--- config.mk ---
export PLATFORM = sky130hd
export DESIGN_NAME = avsrc_slave
export DESIGN_NICKNAME = d
export VERILOG_FILES = /design/src/avsrc_pkg.sv /design/src/avsrc_slave.sv /design/src/avsrc_sync.sv /design/src/avsrc_crc3.sv
export SDC_FILE = /design/constraint.sdc
export NUM_CORES = 1
export LEC_CHECK = 0
export BUFFER_PORTS_ARGS = -buffer_cell sky130_fd_sc_hd__clkbuf_2
export CAP_MARGIN = 5
export CORE_ASPECT_RATIO = 1.1
export CORE_UTILIZATION = 35
export DETAILED_ROUTE_END_ITERATION = 7
export PLACE_DENSITY_LB_ADDON = 0.05
export SYNTH_ARGS = -nofsm -noshare
export SYNTH_HDL_FRONTEND = slang
export SYNTH_HIERARCHICAL = 1
export SYNTH_SLANG_ARGS = --single-unit
--- constraint.sdc ---
create_clock -name sys_clk_i -period 5.7 [get_ports sys_clk_i]
set_input_delay 1.14 -clock sys_clk_i [delete_from_list [all_inputs] [get_ports sys_clk_i]]
set_output_delay 1.14 -clock sys_clk_i [all_outputs]
set_load 0.02 [all_outputs]
--- src/avsrc_pkg.sv ---
// Purpose: shared constants for the adaptive voltage serial slave and its rail registers
// Assumes: one 10 MHz system clock, link clock sampled as a plain input
// Notes: frame fields are numbered from the first bit on the wire (bit 31) down to 0
package avsrc_pkg;

  // ************************************************************
  // frame layout
  // ************************************************************
  localparam int FRAME_BITS = 32;
  localparam int CRC_BITS = 3;
  localparam int BODY_BITS = 29;
  localparam int START_HI = 31;
  localparam int RW_HI = 29;
  localparam int TYPE_POS = 27;
  localparam int CMD_HI = 26;
  localparam int RAIL_HI = 22;
  localparam int DATA_HI = 18;
  localparam int CRC_HI = 2;

  localparam logic [1:0] START_CODE = 2'h1;
  localparam logic [1:0] RW_WRITE = 2'h0;
  localparam logic [1:0] RW_READ = 2'h3;
  localparam logic CMD_TYPE_STD = 1'h0;

  // ************************************************************
  // command and rail codes
  // ************************************************************
  localparam logic [3:0] CMD_TARGET = 4'h0;
  localparam logic [3:0] CMD_SLEW = 4'h1;
  localparam logic [3:0] CMD_CURRENT = 4'h2;
  localparam logic [3:0] CMD_TEMP = 4'h3;
  localparam logic [3:0] CMD_VRESET = 4'h4;
  localparam logic [3:0] CMD_STATUS = 4'he;
  localparam logic [3:0] CMD_VERSION = 4'hf;

  localparam logic [3:0] RAIL_0 = 4'h0;
  localparam logic [3:0] RAIL_1 = 4'h1;
  localparam logic [3:0] RAIL_ALL = 4'hf;

  // ************************************************************
  // response fields
  // ************************************************************
  localparam logic [1:0] ACK_DONE = 2'h0;
  localparam logic [1:0] ACK_NO_ACTION = 2'h1;
  localparam logic [1:0] ACK_BAD_CRC = 2'h2;
  localparam logic [1:0] ACK_INVALID = 2'h3;
  localparam logic [4:0] RESP_UNUSED = 5'h1f;
  localparam logic [15:0] DATA_ALL_ONES = 16'hffff;
  localparam logic [15:0] VRESET_DATA = 16'h0000;
  localparam logic [15:0] VERSION_VALUE = 16'h0000;

  // status word bit positions
  localparam int STAT_VOLTAGE_REACHED_POS = 15;
  localparam int STAT_OTW_POS = 12;

  // ************************************************************
  // crc and reset values
  // ************************************************************
  localparam logic [2:0] CRC_SEED = 3'h0;
  localparam logic [2:0] CRC_POLY = 3'h3;
  localparam logic [15:0] RST_TARGET = 16'h0000;
  localparam logic [15:0] RST_SLEW = 16'h0000;
  localparam logic [5:0] RST_COUNT = 6'h00;

  // ************************************************************
  // link timing
  // ************************************************************
  localparam int LINK_MAX_HZ = 50000000;
  localparam int SYS_HZ = 10000000;
  localparam int SYS_PERIOD_NS = 100;

endpackage : avsrc_pkg

--- src/avsrc_slave.sv ---
// Purpose: adaptive voltage serial slave with per-rail target voltage and slew registers
// Assumes: link pins asynchronous; pmbus-side inputs come from logic on sys_clk_i
// Notes: link clock is oversampled, so the usable link rate is far below sys_clk_i/4
`timescale 1ns/100ps

// Overview of operation
// - link clock comes from the master, up to 50 MHz; here limited by oversampling.
// - reads served with control on or off, except code 4 and non-version broadcast reads; writes refused unless serial control is selected.
// - command codes 0,1,2,3,4,E,F decoded; others refused.
// - rail 0 and 1 addressed singly, F addresses both rails.
// - reply: ack, zero, 5 status, 16 data, five ones, 3 crc.
// - ack 00 when acted on, 01 when accepted without action.
// - ack 10 and no action when the received crc is wrong.
// - ack 11 and no action for an invalid request.
// - status bit 4 shows the output reached its target.
// - status bit 3 shows a non-done status bit has been set.
// - status bit 2 shows serial control enabled; bits 1:0 zero.
// - reply data all ones for writes and refused reads, addressed value for accepted reads.
// - 16-bit signed target voltage per rail in millivolts, read/write.
// - target loaded from the pmbus output command when control is not selected.
// - target clamped between pmbus minimum and maximum output settings.
// - 16-bit slew word per rail: rise in upper byte, fall lower.
// - slew seeded from pmbus setting and kept until written serially.
// - voltage reset with zero data restores target to pmbus command.
// - data line held low to alert master when a status bit sets.
// - status word: done in bit 15, overtemp warning in bit 12.
module avsrc_slave (
  input wire logic sys_clk_i,
  input wire logic arst_n_i,
  input wire logic avs_clk_i,
  input wire logic avs_mdata_i,
  output logic avs_sdata_o,
  input wire logic avs_control_en_i,
  input wire logic [1:0][15:0] vout_command_i,
  input wire logic [1:0][15:0] vout_min_i,
  input wire logic [1:0][15:0] vout_max_i,
  input wire logic [15:0] slew_init_i,
  input wire logic [1:0][15:0] rail_current_i,
  input wire logic [1:0][15:0] temperature_i,
  input wire logic [1:0] voltage_reached_i,
  input wire logic [1:0] overtemp_warning_i,
  output logic [1:0][15:0] target_voltage_o,
  output logic [1:0][15:0] rail_slew_rates_o
);

  // ************************************************************
  // types and state
  // ************************************************************
  typedef enum logic [3:0] {
    ST_IDLE = 4'h1,
    ST_CMD = 4'h2,
    ST_EVAL = 4'h4,
    ST_RESP = 4'h8
  } avsrc_state_t;

  avsrc_state_t st_reg, st_next;
  logic [5:0] cnt_reg, cnt_next;
  logic [31:0] rx_reg, rx_next;
  logic [31:0] tx_reg, tx_next;
  logic sdata_reg, sdata_next;
  logic clk_d_reg;
  logic [1:0] pins_s;
  logic clk_s, md_s, rise, fall;

  logic [1:0][15:0] tgt_reg, tgt_next;
  logic [1:0][15:0] slew_reg, slew_next;
  logic init_reg;
  logic [1:0] vr_d_reg, ot_d_reg, ot_seen_reg, ot_seen_next;
  logic alert_reg, alert_next;

  // decode
  logic [1:0] f_start, f_rw, ack;
  logic f_type, crc_ok, exec, is_write, rail_ok, cmd_ok, write_ok, read_ok;
  logic [3:0] f_cmd, f_rail;
  logic [15:0] f_data, rd_data;
  logic [1:0] sel;
  logic [2:0] rx_crc, tx_crc;
  logic [4:0] stat_resp;
  logic [28:0] resp_body;
  logic any_rise, acted;

  // ************************************************************
  // link pin sampling
  // ************************************************************
  // link clock is a plain sampled input, so its rate is bounded by the sync delay
  avsrc_sync #(
    .WIDTH(2)
  ) u_sync (
    .sys_clk_i(sys_clk_i),
    .arst_n_i(arst_n_i),
    .async_i({avs_clk_i, avs_mdata_i}),
    .sync_o(pins_s)
  );

  assign clk_s = pins_s[1];
  assign md_s = pins_s[0];
  assign rise = clk_s & ~clk_d_reg;
  assign fall = ~clk_s & clk_d_reg;

  // ************************************************************
  // command decode and reply build
  // ************************************************************
  assign f_start = rx_reg[avsrc_pkg::START_HI -: 2];
  assign f_rw = rx_reg[avsrc_pkg::RW_HI -: 2];
  assign f_type = rx_reg[avsrc_pkg::TYPE_POS];
  assign f_cmd = rx_reg[avsrc_pkg::CMD_HI -: 4];
  assign f_rail = rx_reg[avsrc_pkg::RAIL_HI -: 4];
  assign f_data = rx_reg[avsrc_pkg::DATA_HI -: 16];
  assign is_write = (f_rw == avsrc_pkg::RW_WRITE);
  assign exec = (st_reg == ST_EVAL);

  avsrc_crc3 u_rx_crc (
    .body_i(rx_reg[31:3]),
    .crc_o(rx_crc)
  );
  assign crc_ok = (rx_crc == rx_reg[avsrc_pkg::CRC_HI:0]);

  // rail select: 0, 1 or both
  always_comb
  begin
    sel = 2'b00;
    rail_ok = 1'b1;
    if (f_rail == avsrc_pkg::RAIL_0)
      sel = 2'b01;
    else if (f_rail == avsrc_pkg::RAIL_1)
      sel = 2'b10;
    else if (f_rail == avsrc_pkg::RAIL_ALL)
      sel = 2'b11;
    else
      rail_ok = 1'b0;
  end

  // legality per command; a broadcast read has no single value, so it is refused except for the version code
  always_comb
  begin
    cmd_ok = 1'b1;
    write_ok = 1'b0;
    read_ok = (sel != 2'b11);
    unique case (f_cmd)
      avsrc_pkg::CMD_TARGET: write_ok = 1'b1;
      avsrc_pkg::CMD_SLEW: write_ok = 1'b1;
      avsrc_pkg::CMD_STATUS: write_ok = 1'b1;
      avsrc_pkg::CMD_VRESET:
      begin
        write_ok = 1'b1;
        read_ok = 1'b0;
      end
      avsrc_pkg::CMD_CURRENT, avsrc_pkg::CMD_TEMP: write_ok = 1'b0;
      avsrc_pkg::CMD_VERSION: read_ok = 1'b1;
      default: cmd_ok = 1'b0;
    endcase
  end

  // ack priority: bad crc, then invalid, then accepted
  always_comb
  begin
    if (!crc_ok)
      ack = avsrc_pkg::ACK_BAD_CRC;
    else if (f_start != avsrc_pkg::START_CODE || f_type != avsrc_pkg::CMD_TYPE_STD
             || !rail_ok || !cmd_ok)
      ack = avsrc_pkg::ACK_INVALID;
    else if (is_write)
    begin
      if (!avs_control_en_i || !write_ok)
        ack = avsrc_pkg::ACK_INVALID;
      else if (f_cmd == avsrc_pkg::CMD_VRESET && f_data != avsrc_pkg::VRESET_DATA)
        ack = avsrc_pkg::ACK_NO_ACTION;
      else
        ack = avsrc_pkg::ACK_DONE;
    end
    else if (f_rw == avsrc_pkg::RW_READ && read_ok)
      ack = avsrc_pkg::ACK_DONE;
    else
      ack = avsrc_pkg::ACK_INVALID;
  end

  assign acted = exec & (ack == avsrc_pkg::ACK_DONE);

  // read mux; rail 1 chosen only when bit 1 of the select is set and bit 0 is clear
  always_comb
  begin
    logic r;
    r = sel[1] & ~sel[0];
    unique case (f_cmd)
      avsrc_pkg::CMD_TARGET: rd_data = tgt_reg[r];
      avsrc_pkg::CMD_SLEW: rd_data = slew_reg[r];
      avsrc_pkg::CMD_CURRENT: rd_data = rail_current_i[r];
      avsrc_pkg::CMD_TEMP: rd_data = temperature_i[r];
      avsrc_pkg::CMD_STATUS:
      begin
        rd_data = 16'h0000;
        rd_data[avsrc_pkg::STAT_VOLTAGE_REACHED_POS] = voltage_reached_i[r];
        rd_data[avsrc_pkg::STAT_OTW_POS] = ot_seen_reg[r];
      end
      avsrc_pkg::CMD_VERSION: rd_data = avsrc_pkg::VERSION_VALUE;
      default: rd_data = avsrc_pkg::DATA_ALL_ONES;
    endcase
  end

  // status summary for the addressed rails
  assign stat_resp = {&(voltage_reached_i | ~sel),
                      |(ot_seen_reg & sel),
                      avs_control_en_i,
                      2'b00};

  assign resp_body = {ack, 1'b0, stat_resp,
                      (is_write || ack != avsrc_pkg::ACK_DONE) ? avsrc_pkg::DATA_ALL_ONES
                        : rd_data,
                      avsrc_pkg::RESP_UNUSED};

  avsrc_crc3 u_tx_crc (
    .body_i(resp_body),
    .crc_o(tx_crc)
  );

  // ************************************************************
  // link framing state machine
  // ************************************************************
  // sample on link rising edges, launch reply bits on falling edges
  always_comb
  begin
    st_next = st_reg;
    cnt_next = cnt_reg;
    rx_next = rx_reg;
    tx_next = tx_reg;
    sdata_next = sdata_reg;
    unique case (st_reg)
      ST_IDLE:
      begin
        sdata_next = ~alert_reg;
        if (rise && !md_s)
        begin
          rx_next = {rx_reg[30:0], md_s};
          cnt_next = 6'h01;
          st_next = ST_CMD;
        end
      end
      ST_CMD:
      begin
        if (rise)
        begin
          rx_next = {rx_reg[30:0], md_s};
          cnt_next = cnt_reg + 6'h01;
          if (cnt_reg == 6'(avsrc_pkg::FRAME_BITS - 1))
            st_next = ST_EVAL;
        end
      end
      ST_EVAL:
      begin
        tx_next = {resp_body, tx_crc};
        sdata_next = resp_body[28];
        cnt_next = avsrc_pkg::RST_COUNT;
        st_next = ST_RESP;
      end
      ST_RESP:
      begin
        if (fall && cnt_reg != 6'h00)
        begin
          tx_next = {tx_reg[30:0], 1'b1};
          sdata_next = tx_reg[30];
        end
        if (rise)
        begin
          cnt_next = cnt_reg + 6'h01;
          if (cnt_reg == 6'(avsrc_pkg::FRAME_BITS - 1))
            st_next = ST_IDLE;
        end
      end
    endcase
  end

  always_ff @(posedge sys_clk_i or negedge arst_n_i)
  begin
    if (!arst_n_i)
    begin
      st_reg <= ST_IDLE;
      cnt_reg <= avsrc_pkg::RST_COUNT;
      rx_reg <= 32'hffffffff;
      tx_reg <= 32'hffffffff;
      sdata_reg <= 1'b1;
      clk_d_reg <= 1'b1;
    end
    else
    begin
      st_reg <= st_next;
      cnt_reg <= cnt_next;
      rx_reg <= rx_next;
      tx_reg <= tx_next;
      sdata_reg <= sdata_next;
      clk_d_reg <= clk_s;
    end
  end

  // ************************************************************
  // rail target and slew registers
  // ************************************************************
  function automatic logic [15:0] clamp(input logic [15:0] v, input logic [15:0] lo,
                                        input logic [15:0] hi);
    if ($signed(v) < $signed(lo))
      clamp = lo;
    else if ($signed(v) > $signed(hi))
      clamp = hi;
    else
      clamp = v;
  endfunction : clamp

  // while control is not selected the target tracks the pmbus command
  always_comb
  begin
    tgt_next = tgt_reg;
    slew_next = slew_reg;
    for (int r = 0; r < 2; r++)
    begin
      if (!init_reg)
        slew_next[r] = slew_init_i;
      if (!avs_control_en_i)
        tgt_next[r] = clamp(vout_command_i[r], vout_min_i[r], vout_max_i[r]);
      else if (acted && is_write && sel[r])
      begin
        if (f_cmd == avsrc_pkg::CMD_TARGET)
          tgt_next[r] = clamp(f_data, vout_min_i[r], vout_max_i[r]);
        else if (f_cmd == avsrc_pkg::CMD_SLEW)
          slew_next[r] = f_data;
        else if (f_cmd == avsrc_pkg::CMD_VRESET)
          tgt_next[r] = clamp(vout_command_i[r], vout_min_i[r], vout_max_i[r]);
      end
    end
  end

  always_ff @(posedge sys_clk_i or negedge arst_n_i)
  begin
    if (!arst_n_i)
    begin
      tgt_reg <= {2{avsrc_pkg::RST_TARGET}};
      slew_reg <= {2{avsrc_pkg::RST_SLEW}};
      init_reg <= 1'b0;
    end
    else
    begin
      tgt_reg <= tgt_next;
      slew_reg <= slew_next;
      init_reg <= 1'b1;
    end
  end

  // ************************************************************
  // status flags and alert
  // ************************************************************
  // a new event in the clearing cycle survives the clear
  assign any_rise = |(voltage_reached_i & ~vr_d_reg) | |(overtemp_warning_i & ~ot_d_reg);

  always_comb
  begin
    ot_seen_next = ot_seen_reg | overtemp_warning_i;
    alert_next = alert_reg | any_rise;
    if (acted && f_cmd == avsrc_pkg::CMD_STATUS)
    begin
      alert_next = any_rise;
      if (is_write)
        ot_seen_next = (ot_seen_reg & ~sel) | overtemp_warning_i;
    end
  end

  always_ff @(posedge sys_clk_i or negedge arst_n_i)
  begin
    if (!arst_n_i)
    begin
      vr_d_reg <= 2'b00;
      ot_d_reg <= 2'b00;
      ot_seen_reg <= 2'b00;
      alert_reg <= 1'b0;
    end
    else
    begin
      vr_d_reg <= voltage_reached_i;
      ot_d_reg <= overtemp_warning_i;
      ot_seen_reg <= ot_seen_next;
      alert_reg <= alert_next;
    end
  end

  // ************************************************************
  // outputs
  // ************************************************************
  assign avs_sdata_o = sdata_reg;
  assign target_voltage_o = tgt_reg;
  assign rail_slew_rates_o = slew_reg;

endmodule : avsrc_slave

--- src/avsrc_sync.sv ---
// Purpose: two flip-flop synchroniser for link pins
// Assumes: inputs are asynchronous to sys_clk_i
// Notes: only the second stage leaves this module
`timescale 1ns/100ps
module avsrc_sync #(
  parameter int WIDTH = 2
) (
  input wire logic sys_clk_i,
  input wire logic arst_n_i,
  input wire logic [WIDTH-1:0] async_i,
  output logic [WIDTH-1:0] sync_o
);

  logic [WIDTH-1:0] meta_reg;
  logic [WIDTH-1:0] sync_reg;

  // idle data line sits high, so reset to ones avoids a false start bit
  always_ff @(posedge sys_clk_i or negedge arst_n_i)
  begin
    if (!arst_n_i)
    begin
      meta_reg <= '1;
      sync_reg <= '1;
    end
    else
    begin
      meta_reg <= async_i;
      sync_reg <= meta_reg;
    end
  end

  assign sync_o = sync_reg;

endmodule : avsrc_sync

--- src/avsrc_crc3.sv ---
// Purpose: 3-bit frame check over the 29 leading bits of a subframe
// Assumes: bit 28 of body_i is the first bit on the wire
// Notes: purely combinational, shared by receive check and transmit build
`timescale 1ns/100ps
module avsrc_crc3 (
  input wire logic [avsrc_pkg::BODY_BITS-1:0] body_i,
  output logic [avsrc_pkg::CRC_BITS-1:0] crc_o
);

  // serial lfsr unrolled msb first
  always_comb
  begin
    logic [2:0] c;
    logic fb;
    c = avsrc_pkg::CRC_SEED;
    fb = 1'b0;
    for (int i = avsrc_pkg::BODY_BITS - 1; i >= 0; i--)
    begin
      fb = body_i[i] ^ c[2];
      c = {c[1:0], 1'b0} ^ (fb ? avsrc_pkg::CRC_POLY : 3'h0);
    end
    crc_o = c;
  end

endmodule : avsrc_crc3

==> impl_metrics.csv, run 1 <==
group,metric,value,unit
synth,synth.largest_area_cell,"sky130_fd_sc_hd__dfrtp_1",
sta,fin_crit_share,77.6,%
hold_path,number_of_cells_traversed_by_the_worst_hold_path,0,
sta,worst_slew_margin_rel,12.4,%
sta,max_slew.worst_pin.slew,1310,ps
clock_tree,cts-hold-fix-buffers,0,
floorplan,core_area,36400,um2
clock_tree,clkSlewWorstSetupHoldPaths,70,ps
sta,setup_total_negative_slack,0,ps
synth,synth.yosys.warnings,6,
routing,routedWlPerCell,23.6,um
synth,yosys.area.top_type_share,15.5,%
clock_tree,worst_skew_pair.late_latency,440,ps
hold_path,holdPathEnd,"u_sync/sync_o[1]$_DFF_PN1_",
synth,syn-instance-count,1391,
finish,area_growth_syn_to_layout,18.5,%
worst_setup_path,cp-end-kind,"flop",
worst_setup_path,cpPeakStageDelay,520,ps
clock_tree,cts_max_level,4,
finish,share_of_final_layout_standard_cells_stronger_than_drive_strength_1,29.6,%
synth,synth-async-reset-ratio,100,%
synth,synth-edff-count,0,
routing,vias,12100,
placement,port_buffers,249,
finish,filler_cell_count,3675,
global_routing,grt_pass1_vias,11800,
clock_tree,max-clock-path-buffers,2,
synth,synth.top_cells.by_area,"sky130_fd_sc_hd__dfrtp_1 16%, sky130_fd_sc_hd__dfstp_2 14%, sky130_fd_sc_hd__ha_1 12%",
synth,ffs_latches_synth,151,
clock_tree,cts.repair_timing.setup_buffer_count,0,
flow_run,max_cap_viol_count,0,
floorplan,num_io_pins,250,
worst_setup_path,r2r_start,"rx_reg[13]$_DFFE_PN1P_",
power,power.density,339,nW/um2
clock_tree,tritoncts,"built",
routing,detailed_route_vias_per_instance,5.70,
clock_tree,cts_made_buffers,17,
floorplan,design.die.area,38100,um2
clock_tree,post_cts_sizing_count,0,
worst_setup_path,crit_path_cell_trace,"buf_4 -> xor2_1 -> xnor2_1 -> xnor2_1 -> xnor3_1 -> xnor2_1 -> nand3_1 -> or2_1 -> a211oi_2 -> buf_4 -> o211ai_1 -> xnor2_1 -> xnor2_1 -> xnor2_1 -> xnor3_1 -> nand2_1 -> a31oi_1",
placement,gp_congestion,0.890,
worst_setup_path,cp_data_arrival_time,4780,ps
routing,wirelength,50200,um
sta,setup_viol_count_final,0,
floorplan,rows,73,
worst_setup_path,reg2reg_to,"tx_reg[1]$_DFFE_PN1P_",
synth,synth.lib_cells_used.distinct,79,
synth,synthMostInstantiatedCell,"sky130_fd_sc_hd__ha_1",
sta,achievable-frequency,0.226,GHz
floorplan,chipWidth,186,um
routing,antenna_left,0,
synth,synth_ff_type,"sky130_fd_sc_hd__dfrtp_1",
worst_setup_path,cpMostUsedCell,"sky130_fd_sc_hd__xnor2_1",
global_routing,groute.usage.overall,26.7,%
sta,final.setup_skew,17.4,ps
placement,detailedPlacementHpwl,38800,um
hold_path,hold_path.startpoint,"u_sync/meta_reg[1]$_DFF_PN1_",
worst_setup_path,startpoint_type,"flop",
hold_path,holdCritPathClass,"flop to flop",
clock_tree,clock-root-buffer,"sky130_fd_sc_hd__clkbuf_16",
run_status,status,"finished, final reports clean",
clock_tree,sinks_on_the_clock_net,151,
synth,synth_sequential_area_ratio,29.6,%
worst_setup_path,rr_worst_depth,17,
routing,drc_errors,0,
synth,synth_top_cells_by_count,"126 x sky130_fd_sc_hd__ha_1, 123 x sky130_fd_sc_hd__a21oi_1, 106 x sky130_fd_sc_hd__nor2_1, 82 x sky130_fd_sc_hd__mux2i_1",
worst_setup_path,timing.reg2reg.setup_slack,1280,ps
global_routing,initial_antenna_violation_count,0,
synth,post_synth_instance_area,13100,um2
worst_setup_path,crit_required,6060,ps
worst_setup_path,critical_path.slowest_cell,"sky130_fd_sc_hd__dfstp_2",
global_routing,grt_overflow,0,
global_routing,wire_length_of_the_first_global_routing_pass,74600,um
sta,period_minus_slack,4420,ps
sta,final-hold-violation-count,0,
sta,number_of_pins_with_negative_max_slew_slack_in_the_final_report,0,
floorplan,floorplan.initialDensity,35.8,%
sta,rsz_0062_raised_after_global_routing,"no",
finish,fin_nets,1934,
global_routing,grt_start_max_net_pins,74,
finish,fin_util,42.5,%
floorplan,chip_height,205,um
worst_setup_path,worst-setup-path-type,"flop to flop",
worst_setup_path,critical_path.max_fanout,16,
routing,drt_pre_antenna_iters,5,
power,static_leakage,7.27,nW
synth,avgSynthCellArea,9.39,um2
power,ir_drop,0.267,mV
routing,detailedRoute.firstIterationViolations,953,
==> area by class of cell <==
type                            instances  area, um2  share of cell area (%)
Inverter                               81        304                    1.96
Sequential cell                       151       3870                    25.0
Antenna cell                            1       2.50                  0.0162
Timing Repair Buffer                  282       1500                    9.69
Multi-Input combinational cell       1090       8630                    55.7
Tap cell                              487        609                    3.94
Clock buffer                           18        429                    2.77
Clock inverter                         14        139                   0.897
==> routing by layer <==
layer / vias to the layer above / wire length [um] / track usage, %
met3: 65 / 2660 / 2.86
met5: - / 0 / 0
li1: 5683 / - / -
met4: 0 / 1410 / 9.31
met1: 5922 / 22600 / 37.1
met2: 445 / 23500 / 42.8
==> critical path: cells and delay by family, from the launching register on <==
kind            cells  cell delay [ps]
flops               1              520
buf+inv             2              470
simple gates        3              610
xor+xnor            9             2270
compound gates      3              470
==> per-stage QoR <==
step / worst slack, ps / hold WS (ps) / instances / area (um2) / total power [mW]
after floorplan: 1700 / 345 / 1399 / 13100 / 3.26
after CTS: 1330 / 357 / 2123 / 15500 / 5.26
after global routing: 962 / 359 / 2123 / 15500 / 5.58
after global placement: 1380 / 346 / 2091 / 14900 / 4.08
after detailed placement: 1340 / 347 / 2091 / 14900 / 4.11
final: 1280 / 356 / 2124 / 15500 / 5.24
==> cell usage in the layout (no fill, tap or decap), types with 17 or more instances in the layout <==
cell type                   instances
sky130_fd_sc_hd__a31oi_1           26
sky130_fd_sc_hd__a21oi_1          122
sky130_fd_sc_hd__a21o_1            28
sky130_fd_sc_hd__ha_1             125
sky130_fd_sc_hd__mux2_2            48
sky130_fd_sc_hd__nand4_1           22
sky130_fd_sc_hd__nor2b_1           39
sky130_fd_sc_hd__nand3_1           50
sky130_fd_sc_hd__clkbuf_16         17
sky130_fd_sc_hd__a221oi_1          18
sky130_fd_sc_hd__inv_1             81
sky130_fd_sc_hd__nand2_1           49
sky130_fd_sc_hd__mux4_2            30
sky130_fd_sc_hd__o211ai_1          23
sky130_fd_sc_hd__buf_4             33
sky130_fd_sc_hd__mux2i_1           82
sky130_fd_sc_hd__nor2_1           106
sky130_fd_sc_hd__dfrtp_1           81
sky130_fd_sc_hd__clkbuf_2         248
sky130_fd_sc_hd__o21ai_0           65
sky130_fd_sc_hd__nor4_1            27
sky130_fd_sc_hd__o21ai_1           17
sky130_fd_sc_hd__dfstp_2           70
sky130_fd_sc_hd__xnor2_1           48
==> power breakdown <==
group | internal [mW] | switching [mW] | total, mW
clock network | 0.612 | 0.518 | 1.13
logic | 1.11 | 1.29 | 2.40
registers | 1.34 | 0.378 | 1.72
==> cells by family (layout without fill, tap and decap cells) <==
| family | count (synthesis) | in the layout | synth area share, % |
|---|---|---|---|
| AOI/OAI and AO/OA | 386 | 386 | 19.3 |
| xor gates and xnor gates | 67 | 67 | 5.24 |
| adders and majority gates | 126 | 126 | 12.1 |
| buffers and inverters | 158 | 395 | 4.79 |
| DFF | 151 | 151 | 29.6 |
| muxes | 160 | 160 | 15.6 |
| other | 2 | 11 | 0.0575 |
| and+or+nand+nor | 341 | 341 | 13.3 |
==> worst max path at each step <==
| stage | start | to | slack (ps) | cells past startpoint |
|---|---|---|---|---|
| finish | rx_reg[13]$_DFFE_PN1P_ | tx_reg[1]$_DFFE_PN1P_ | 1280 | 17 |
| floorplan | rx_reg[5]$_DFFE_PN1P_ | tx_reg[1]$_DFFE_PN1P_ | 1700 | 16 |
| detailed placement | rx_reg[11]$_DFFE_PN1P_ | target_voltage_o[4]$_DFFE_PN0P_ | 1340 | 10 |
| global placement | vout_max_i[15] | target_voltage_o[9]$_DFFE_PN0P_ | 1380 | 11 |
| global route | rx_reg[11]$_DFFE_PN1P_ | tx_reg[2]$_DFFE_PN1P_ | 960 | 16 |
| CTS | rx_reg[11]$_DFFE_PN1P_ | tx_reg[2]$_DFFE_PN1P_ | 1330 | 16 |
Power figures use the tool's default switching activity.
==> run 2: changes to the inputs <==
==> constraint.sdc (replaced) <==
create_clock -name sys_clk_i -period 4.4 [get_ports sys_clk_i]
set_input_delay 0.88 -clock sys_clk_i [delete_from_list [all_inputs] [get_ports sys_clk_i]]
set_output_delay 0.88 -clock sys_clk_i [all_outputs]
set_load 0.02 [all_outputs]
==> run 2 against run 1 <==
  * Clock power is 38% higher
  * Sequential cell count did not move
  * Clock skew decreased by 1.5 ps
  * First-iteration DRC count fell by 20%
  * Critical path type unchanged
==> impl_metrics.csv, run 2 (synthesis results as in run 1) <==
group,metric,value,unit
sta,rsz_0062_raised_after_global_routing,"no",
worst_setup_path,crit_path_cell_trace,"xnor2_1 -> xnor2_1 -> xnor2_1 -> xnor3_1 -> xnor2_1 -> nand3_2 -> or2_4 -> a211oi_2 -> buf_4 -> o211ai_1 -> xnor2_1 -> xnor2_1 -> xnor2_1 -> xnor3_1 -> nand2_1 -> a31oi_1",
worst_setup_path,critical_path.max_fanout,16,
global_routing,wire_length_of_the_first_global_routing_pass,71600,um
worst_setup_path,cpPeakStageDelay,610,ps
hold_path,hold_path.startpoint,"u_sync/meta_reg[0]$_DFF_PN1_",
global_routing,groute.usage.overall,25.6,%
clock_tree,cts_made_buffers,17,
placement,detailed_place.area,15000,um2
global_routing,initial_antenna_violation_count,5,
routing,wirelength,48200,um
floorplan,floorplan.initialDensity,35.8,%
sta,setup_viol_count_final,0,
placement,port_buffers,249,
worst_setup_path,crit_required,4760,ps
floorplan,chip_height,205,um
power,seqPwrFrac,29.5,%
floorplan,rows,73,
worst_setup_path,critical_path.slowest_cell,"sky130_fd_sc_hd__dfstp_2",
clock_tree,clkSlewWorstSetupHoldPaths,70,ps
clock_tree,cts_max_level,4,
routing,antenna_left,0,
finish,share_of_final_layout_standard_cells_stronger_than_drive_strength_1,30.2,%
hold_path,holdCritPathClass,"flop to flop",
power,intPower,4.12,mW
routing,detailedRoute.firstIterationViolations,758,
sta,achievable-frequency,0.242,GHz
routing,routedWlPerCell,22.6,um
power,static_leakage,7.35,nW
worst_setup_path,timing.reg2reg.setup_slack,260,ps
finish,final_instance_area,15600,um2
floorplan,chipWidth,186,um
routing,vias,11800,
power,power.density,445,nW/um2
sta,number_of_pins_with_negative_max_slew_slack_in_the_final_report,0,
floorplan,core_area,36400,um2
sta,final.setup_skew,15.9,ps
routing,drt_pre_antenna_iters,5,
floorplan,design.die.area,38100,um2
clock_tree,max-clock-path-buffers,2,
power,p_clk_share,22.4,%
routing,detailed_route_vias_per_instance,5.50,
worst_setup_path,cp_data_arrival_time,4490,ps
worst_setup_path,worst_path_top_cell_family_by_delay,"XOR/XNOR gates",
clock_tree,worst_skew_pair.late_latency,440,ps
finish,fin_nets,1944,
worst_setup_path,cp-end-kind,"flop",
routing,drc_errors,0,
clock_tree,cts-hold-fix-buffers,0,
sta,period_minus_slack,4140,ps
sta,fin_crit_share,94.0,%
placement,detailedPlacementHpwl,37900,um
placement,numPlacedInstances,2101,
power,comb_power_share,48.1,%
worst_setup_path,buf_inv_stages_crit_path,1,
global_routing,grt_pass1_vias,11400,
placement,detailedPlace.worstSlack,222,ps
finish,final_common_cell,"sky130_fd_sc_hd__clkbuf_2",
sta,final_critical_path_setup_slack,264,ps
sta,worst_slew_margin_rel,29.4,%
global_routing,grt_start_max_net_pins,84,
sta,setup_total_negative_slack,0,ps
worst_setup_path,r2r_start,"rx_reg[20]$_DFFE_PN1P_",
floorplan,num_io_pins,250,
power,swShare,40.8,%
clock_tree,tritoncts,"built",
hold_path,holdPathEnd,"u_sync/sync_o[0]$_DFF_PN1_",
worst_setup_path,startpoint_type,"flop",
worst_setup_path,reg2reg_to,"tx_reg[1]$_DFFE_PN1P_",
finish,final_cell_mix,"248 x sky130_fd_sc_hd__clkbuf_2, 125 x sky130_fd_sc_hd__ha_1, 122 x sky130_fd_sc_hd__a21oi_1",
worst_setup_path,worst-setup-path-type,"flop to flop",
power,ir_drop,0.281,mV
sta,final-hold-violation-count,0,
hold_path,number_of_cells_traversed_by_the_worst_hold_path,0,
run_status,status,"finished, final reports clean",
power,sw_pwr,2.84,mW
sta,max_slew.worst_pin.slew,1060,ps
flow_run,max_cap_viol_count,0,
worst_setup_path,rr_worst_depth,16,
finish,area_growth_syn_to_layout,19.7,%
placement,gp_congestion,0.864,
global_routing,grt_overflow,0,
finish,post_layout_nonfiller_instances,2138,
sta,fin_hold_ws,357,ps
clock_tree,sinks_on_the_clock_net,151,
worst_setup_path,cpMostUsedCell,"sky130_fd_sc_hd__xnor2_1",
clock_tree,clock-root-buffer,"sky130_fd_sc_hd__clkbuf_16",
[run 2: cell types whose count changed in the layout (fill, tap and decap cells not counted)]
cell,delta
sky130_fd_sc_hd__buf_4,+9
sky130_fd_sc_hd__clkinvlp_4,+1
sky130_fd_sc_hd__clkinv_4,-1
sky130_fd_sc_hd__or2_4,+1
sky130_fd_sc_hd__nand3_1,-1
sky130_fd_sc_hd__nand3_2,+1
sky130_fd_sc_hd__inv_6,-1
sky130_fd_sc_hd__buf_12,+1
sky130_fd_sc_hd__diode_2,+4
sky130_fd_sc_hd__clkbuf_1,-1
sky130_fd_sc_hd__bufinv_16,+2
sky130_fd_sc_hd__or2_1,-1
[run 2: final cells by class]
type	count	area, um2
inverters	81	304
repair buffers	292	1590
clock buffers	17	425
clock inverters	15	189
multi-input cells	1090	8630
diodes	5	12.5
well taps	487	609
flip-flops and latches	151	3870
fillers	3643	20800
[run 2: worst reg2reg max path: stages (launching register included)]
cell and delay [ps]:
sky130_fd_sc_hd__dfstp_2 610, sky130_fd_sc_hd__xnor2_1 160, sky130_fd_sc_hd__xnor2_1 100, sky130_fd_sc_hd__xnor2_1 270, sky130_fd_sc_hd__xnor3_1 460, sky130_fd_sc_hd__xnor2_1 180
sky130_fd_sc_hd__nand3_2 150, sky130_fd_sc_hd__or2_4 310, sky130_fd_sc_hd__a211oi_2 190, sky130_fd_sc_hd__buf_4 220, sky130_fd_sc_hd__o211ai_1 190, sky130_fd_sc_hd__xnor2_1 190
sky130_fd_sc_hd__xnor2_1 150, sky130_fd_sc_hd__xnor2_1 250, sky130_fd_sc_hd__xnor3_1 450, sky130_fd_sc_hd__nand2_1 70, sky130_fd_sc_hd__a31oi_1 100
[run 2: power groups by stage]
stage	registers [mW]	clock network, mW	logic [mW]
after detailed placement	2.07	0	3.31
after global routing	2.07	1.65	3.65
final	2.05	1.56	3.35
after CTS	2.05	1.59	3.32
after floorplan	2.11	0	2.11
after global placement	2.07	0	3.28
[run 2: what timing repair did]
item	4_1_cts	5_1_grt
resized for setup	0	2
endpoints found under the setup margin	0	3
setup buffers	0	0
[run 2: routing by layer]
layer | up-vias | global-route usage (%) | wire length, um
li1 | 5703 | - | -
met1 | 5694 | 35.3 | 22200
met2 | 324 | 41.4 | 22800
met3 | 47 | 2.99 | 2080
met4 | 0 | 8.40 | 1180
met5 | - | 0 | 0
[run 2: worst max-delay path by stage]
stage | start | to | slack (ps) | cells past startpoint
after global routing | rx_reg[20]$_DFFE_PN1P_ | tx_reg[2]$_DFFE_PN1P_ | 10 | 16
final | rx_reg[20]$_DFFE_PN1P_ | tx_reg[1]$_DFFE_PN1P_ | 260 | 16
after floorplan | rx_reg[5]$_DFFE_PN1P_ | tx_reg[1]$_DFFE_PN1P_ | 400 | 16
after detailed placement | rx_reg[20]$_DFFE_PN1P_ | tx_reg[1]$_DFFE_PN1P_ | 220 | 16
after global placement | rx_reg[20]$_DFFE_PN1P_ | tx_reg[1]$_DFFE_PN1P_ | 330 | 16
after CTS | rx_reg[20]$_DFFE_PN1P_ | tx_reg[1]$_DFFE_PN1P_ | 210 | 16
[run 2: stage by stage]
stage	total power [mW]	utilization [%]
detailed placement	5.38	41.1
global route	7.37	42.9
finish	6.96	42.9
CTS	6.96	42.8
global placement	5.35	41.1
floorplan	4.22	-
==> run 3: changes to the inputs <==
--- a/config.mk
+++ b/config.mk
@@ -11,6 +11,7 @@
 export CORE_UTILIZATION = 35
 export DETAILED_ROUTE_END_ITERATION = 7
 export PLACE_DENSITY_LB_ADDON = 0.05
+export RECOVER_POWER = 25
 export SYNTH_ARGS = -nofsm -noshare
 export SYNTH_HDL_FRONTEND = slang
 export SYNTH_HIERARCHICAL = 1
==> run 3 against run 2 <==
  * The flow now finishes with violations (capacitance limit, slew limit)
  * Clock skew about the same
  * Sequential cell count is the same
  * Critical path depth unchanged
  * Sequential share of layout area about the same
  * Non-clock buffer count unchanged
  * Sequential power about the same
  * First-iteration DRC count did not move
  * Cell area barely moved
  * Final cell count is the same
==> impl_metrics.csv, run 3 (synthesis results as in run 1) <==
group,metric,value,unit
sta,worst_slew_margin_rel,-116,%
sta,number_of_pins_with_negative_max_slew_slack_in_the_final_report,70,
routing,vias,11800,
clock_tree,tritoncts,"built",
power,p_clk_share,22.4,%
finish,final_common_cell,"sky130_fd_sc_hd__clkbuf_2",
global_routing,grt_pass1_vias,11400,
worst_setup_path,cpPeakStageDelay,610,ps
worst_setup_path,startpoint_type,"flop",
placement,detailed_place.area,15000,um2
run_status,status,"finished, violations left",
routing,detailed_routed_wire_length_on_met2,22800,um
global_routing,initial_antenna_violation_count,5,
worst_setup_path,cp-end-kind,"flop",
routing,wirelength,48200,um
clock_tree,cts_made_buffers,17,
worst_setup_path,crit_required,4760,ps
routing,routedWlPerCell,22.6,um
power,comb_power_share,48.1,%
floorplan,rows,73,
worst_setup_path,critical_path.max_fanout,16,
sta,final.setup_skew,15.9,ps
worst_setup_path,r2r_start,"rx_reg[20]$_DFFE_PN1P_",
sta,final-hold-violation-count,0,
routing,drc_errors,0,
routing,drt-met1-wl,22200,um
global_routing,groute.usage.overall,25.6,%
floorplan,design.die.area,38100,um2
worst_setup_path,crit_path_cell_trace,"xnor2_1 -> xnor2_1 -> xnor2_1 -> xnor3_1 -> xnor2_1 -> nand3_2 -> or2_4 -> a211oi_2 -> buf_4 -> o211ai_1 -> xnor2_1 -> xnor2_1 -> xnor2_1 -> xnor3_1 -> nand2_1 -> a31oi_1",
clock_tree,max-clock-path-buffers,2,
finish,final_cell_mix,"244 x sky130_fd_sc_hd__clkbuf_2, 125 x sky130_fd_sc_hd__ha_1, 122 x sky130_fd_sc_hd__a21oi_1",
sta,setup_viol_count_final,0,
hold_path,holdCritPathClass,"flop to flop",
sta,fin_hold_ws,357,ps
sta,rsz_0062_raised_after_global_routing,"no",
clock_tree,cts-hold-fix-buffers,0,
routing,detailed_route_vias_per_instance,5.51,
routing,highest-signal-layer,"met4",
power,intPower,4.12,mW
finish,share_of_final_layout_standard_cells_stronger_than_drive_strength_1,29.8,%
global_routing,grt_overflow,0,
floorplan,floorplan.initialDensity,35.8,%
routing,met3RoutedLength,2020,um
sta,setup_total_negative_slack,0,ps
worst_setup_path,critical_path.slowest_cell,"sky130_fd_sc_hd__dfstp_2",
power,swShare,40.8,%
sta,fin_crit_share,94.0,%
flow_run,max_cap_viol_count,1,
power,power.density,445,nW/um2
worst_setup_path,critical_path.startpoint,"rx_reg[20]$_DFFE_PN1P_",
worst_setup_path,cpMostUsedCell,"sky130_fd_sc_hd__xnor2_1",
finish,area_growth_syn_to_layout,19.6,%
hold_path,hold_path.startpoint,"u_sync/meta_reg[0]$_DFF_PN1_",
sta,max_slew.worst_pin.slew,3240,ps
worst_setup_path,buf_inv_stages_crit_path,1,
finish,final_instance_area,15600,um2
routing,drt_pre_antenna_iters,5,
power,static_leakage,7.33,nW
power,seqPwrFrac,29.5,%
placement,detailedPlacementHpwl,37900,um
routing,detailedRoute.firstIterationViolations,758,
placement,gp_congestion,0.864,
clock_tree,sinks_on_the_clock_net,151,
power,sw_pwr,2.84,mW
floorplan,chipWidth,186,um
routing,antenna_left,0,
worst_setup_path,worst_path_top_cell_family_by_delay,"XOR/XNOR gates",
clock_tree,clock-root-buffer,"sky130_fd_sc_hd__clkbuf_16",
floorplan,chip_height,205,um
sta,achievable-frequency,0.242,GHz
clock_tree,clkSlewWorstSetupHoldPaths,70,ps
power,ir_drop,0.281,mV
placement,port_buffers,249,
global_routing,grt_start_max_net_pins,84,
clock_tree,worst_skew_pair.late_latency,440,ps
finish,fin_nets,1944,
sta,period_minus_slack,4140,ps
worst_setup_path,worst-setup-path-type,"flop to flop",
run_status,failed_checks,"capacitance limit, slew limit",
floorplan,core_area,36400,um2
worst_setup_path,cp_data_arrival_time,4490,ps
finish,fin_util,42.8,%
global_routing,wire_length_of_the_first_global_routing_pass,71600,um
clock_tree,cts_max_level,4,
floorplan,num_io_pins,250,
## run 3: routing by layer
| metal | global-route usage, % | up-vias |
|---|---|---|
| met5 | 0 | - |
| met3 | 2.99 | 47 |
| met1 | 35.3 | 5721 |
| met2 | 41.4 | 316 |
| met4 | 8.40 | 0 |
| li1 | - | 5703 |
## run 3: repair_timing
action	in CTS	in global routing
setup endpoints to repair	0	3
gates resized for setup	0	2
setup buffers	0	0
## run 3: power by group through the flow
stage	Clock, mW	Combinational, mW	Sequential, mW
after CTS	1.59	3.32	2.05
after global routing	1.65	3.65	2.07
after detailed placement	0	3.31	2.07
final	1.56	3.35	2.05
after global placement	0	3.28	2.07
after floorplan	0	2.11	2.11
## run 3: worst paths after layout
kind	endpoint	depth (start not counted)	slack [ps]
max	tx_reg[1]$_DFFE_PN1P_	16	260
min	u_sync/sync_o[0]$_DFF_PN1_	0	360
max reg2reg	tx_reg[1]$_DFFE_PN1P_	16	260
min reg2reg	u_sync/sync_o[0]$_DFF_PN1_	0	360
max in group asynchronous	target_voltage_o[23]$_DFFE_PN0P_	2	810
min in group asynchronous	init_reg$_DFF_PN0_	1	1590
## run 3: cell type report
cell class,instances,area [um2]
diodes,5,12.5
clock buffers,17,425
clock inverters,15,189
fillers,3647,20800
inverters,81,304
multi-input cells,1090,8630
flip-flops and latches,151,3870
well taps,487,609
repair buffers,292,1570
## run 3: per-stage QoR
step	setup WS, ps	cells	power [mW]
floorplan	401	1399	4.22
global placement	333	2101	5.35
detailed placement	222	2101	5.38
CTS	211	2133	6.96
global route	12.0	2138	7.36
finish	265	2138	6.95
## run 3: worst register-to-register path: cells and delay by family (launching register included)
kind | cells | cell delay, ps
AO/OA/AOI/OAI | 3 | 480
XOR/XNOR | 9 | 2210
buffers and inverters | 1 | 220
flip-flops | 1 | 610
AND/OR/NAND/NOR | 3 | 530
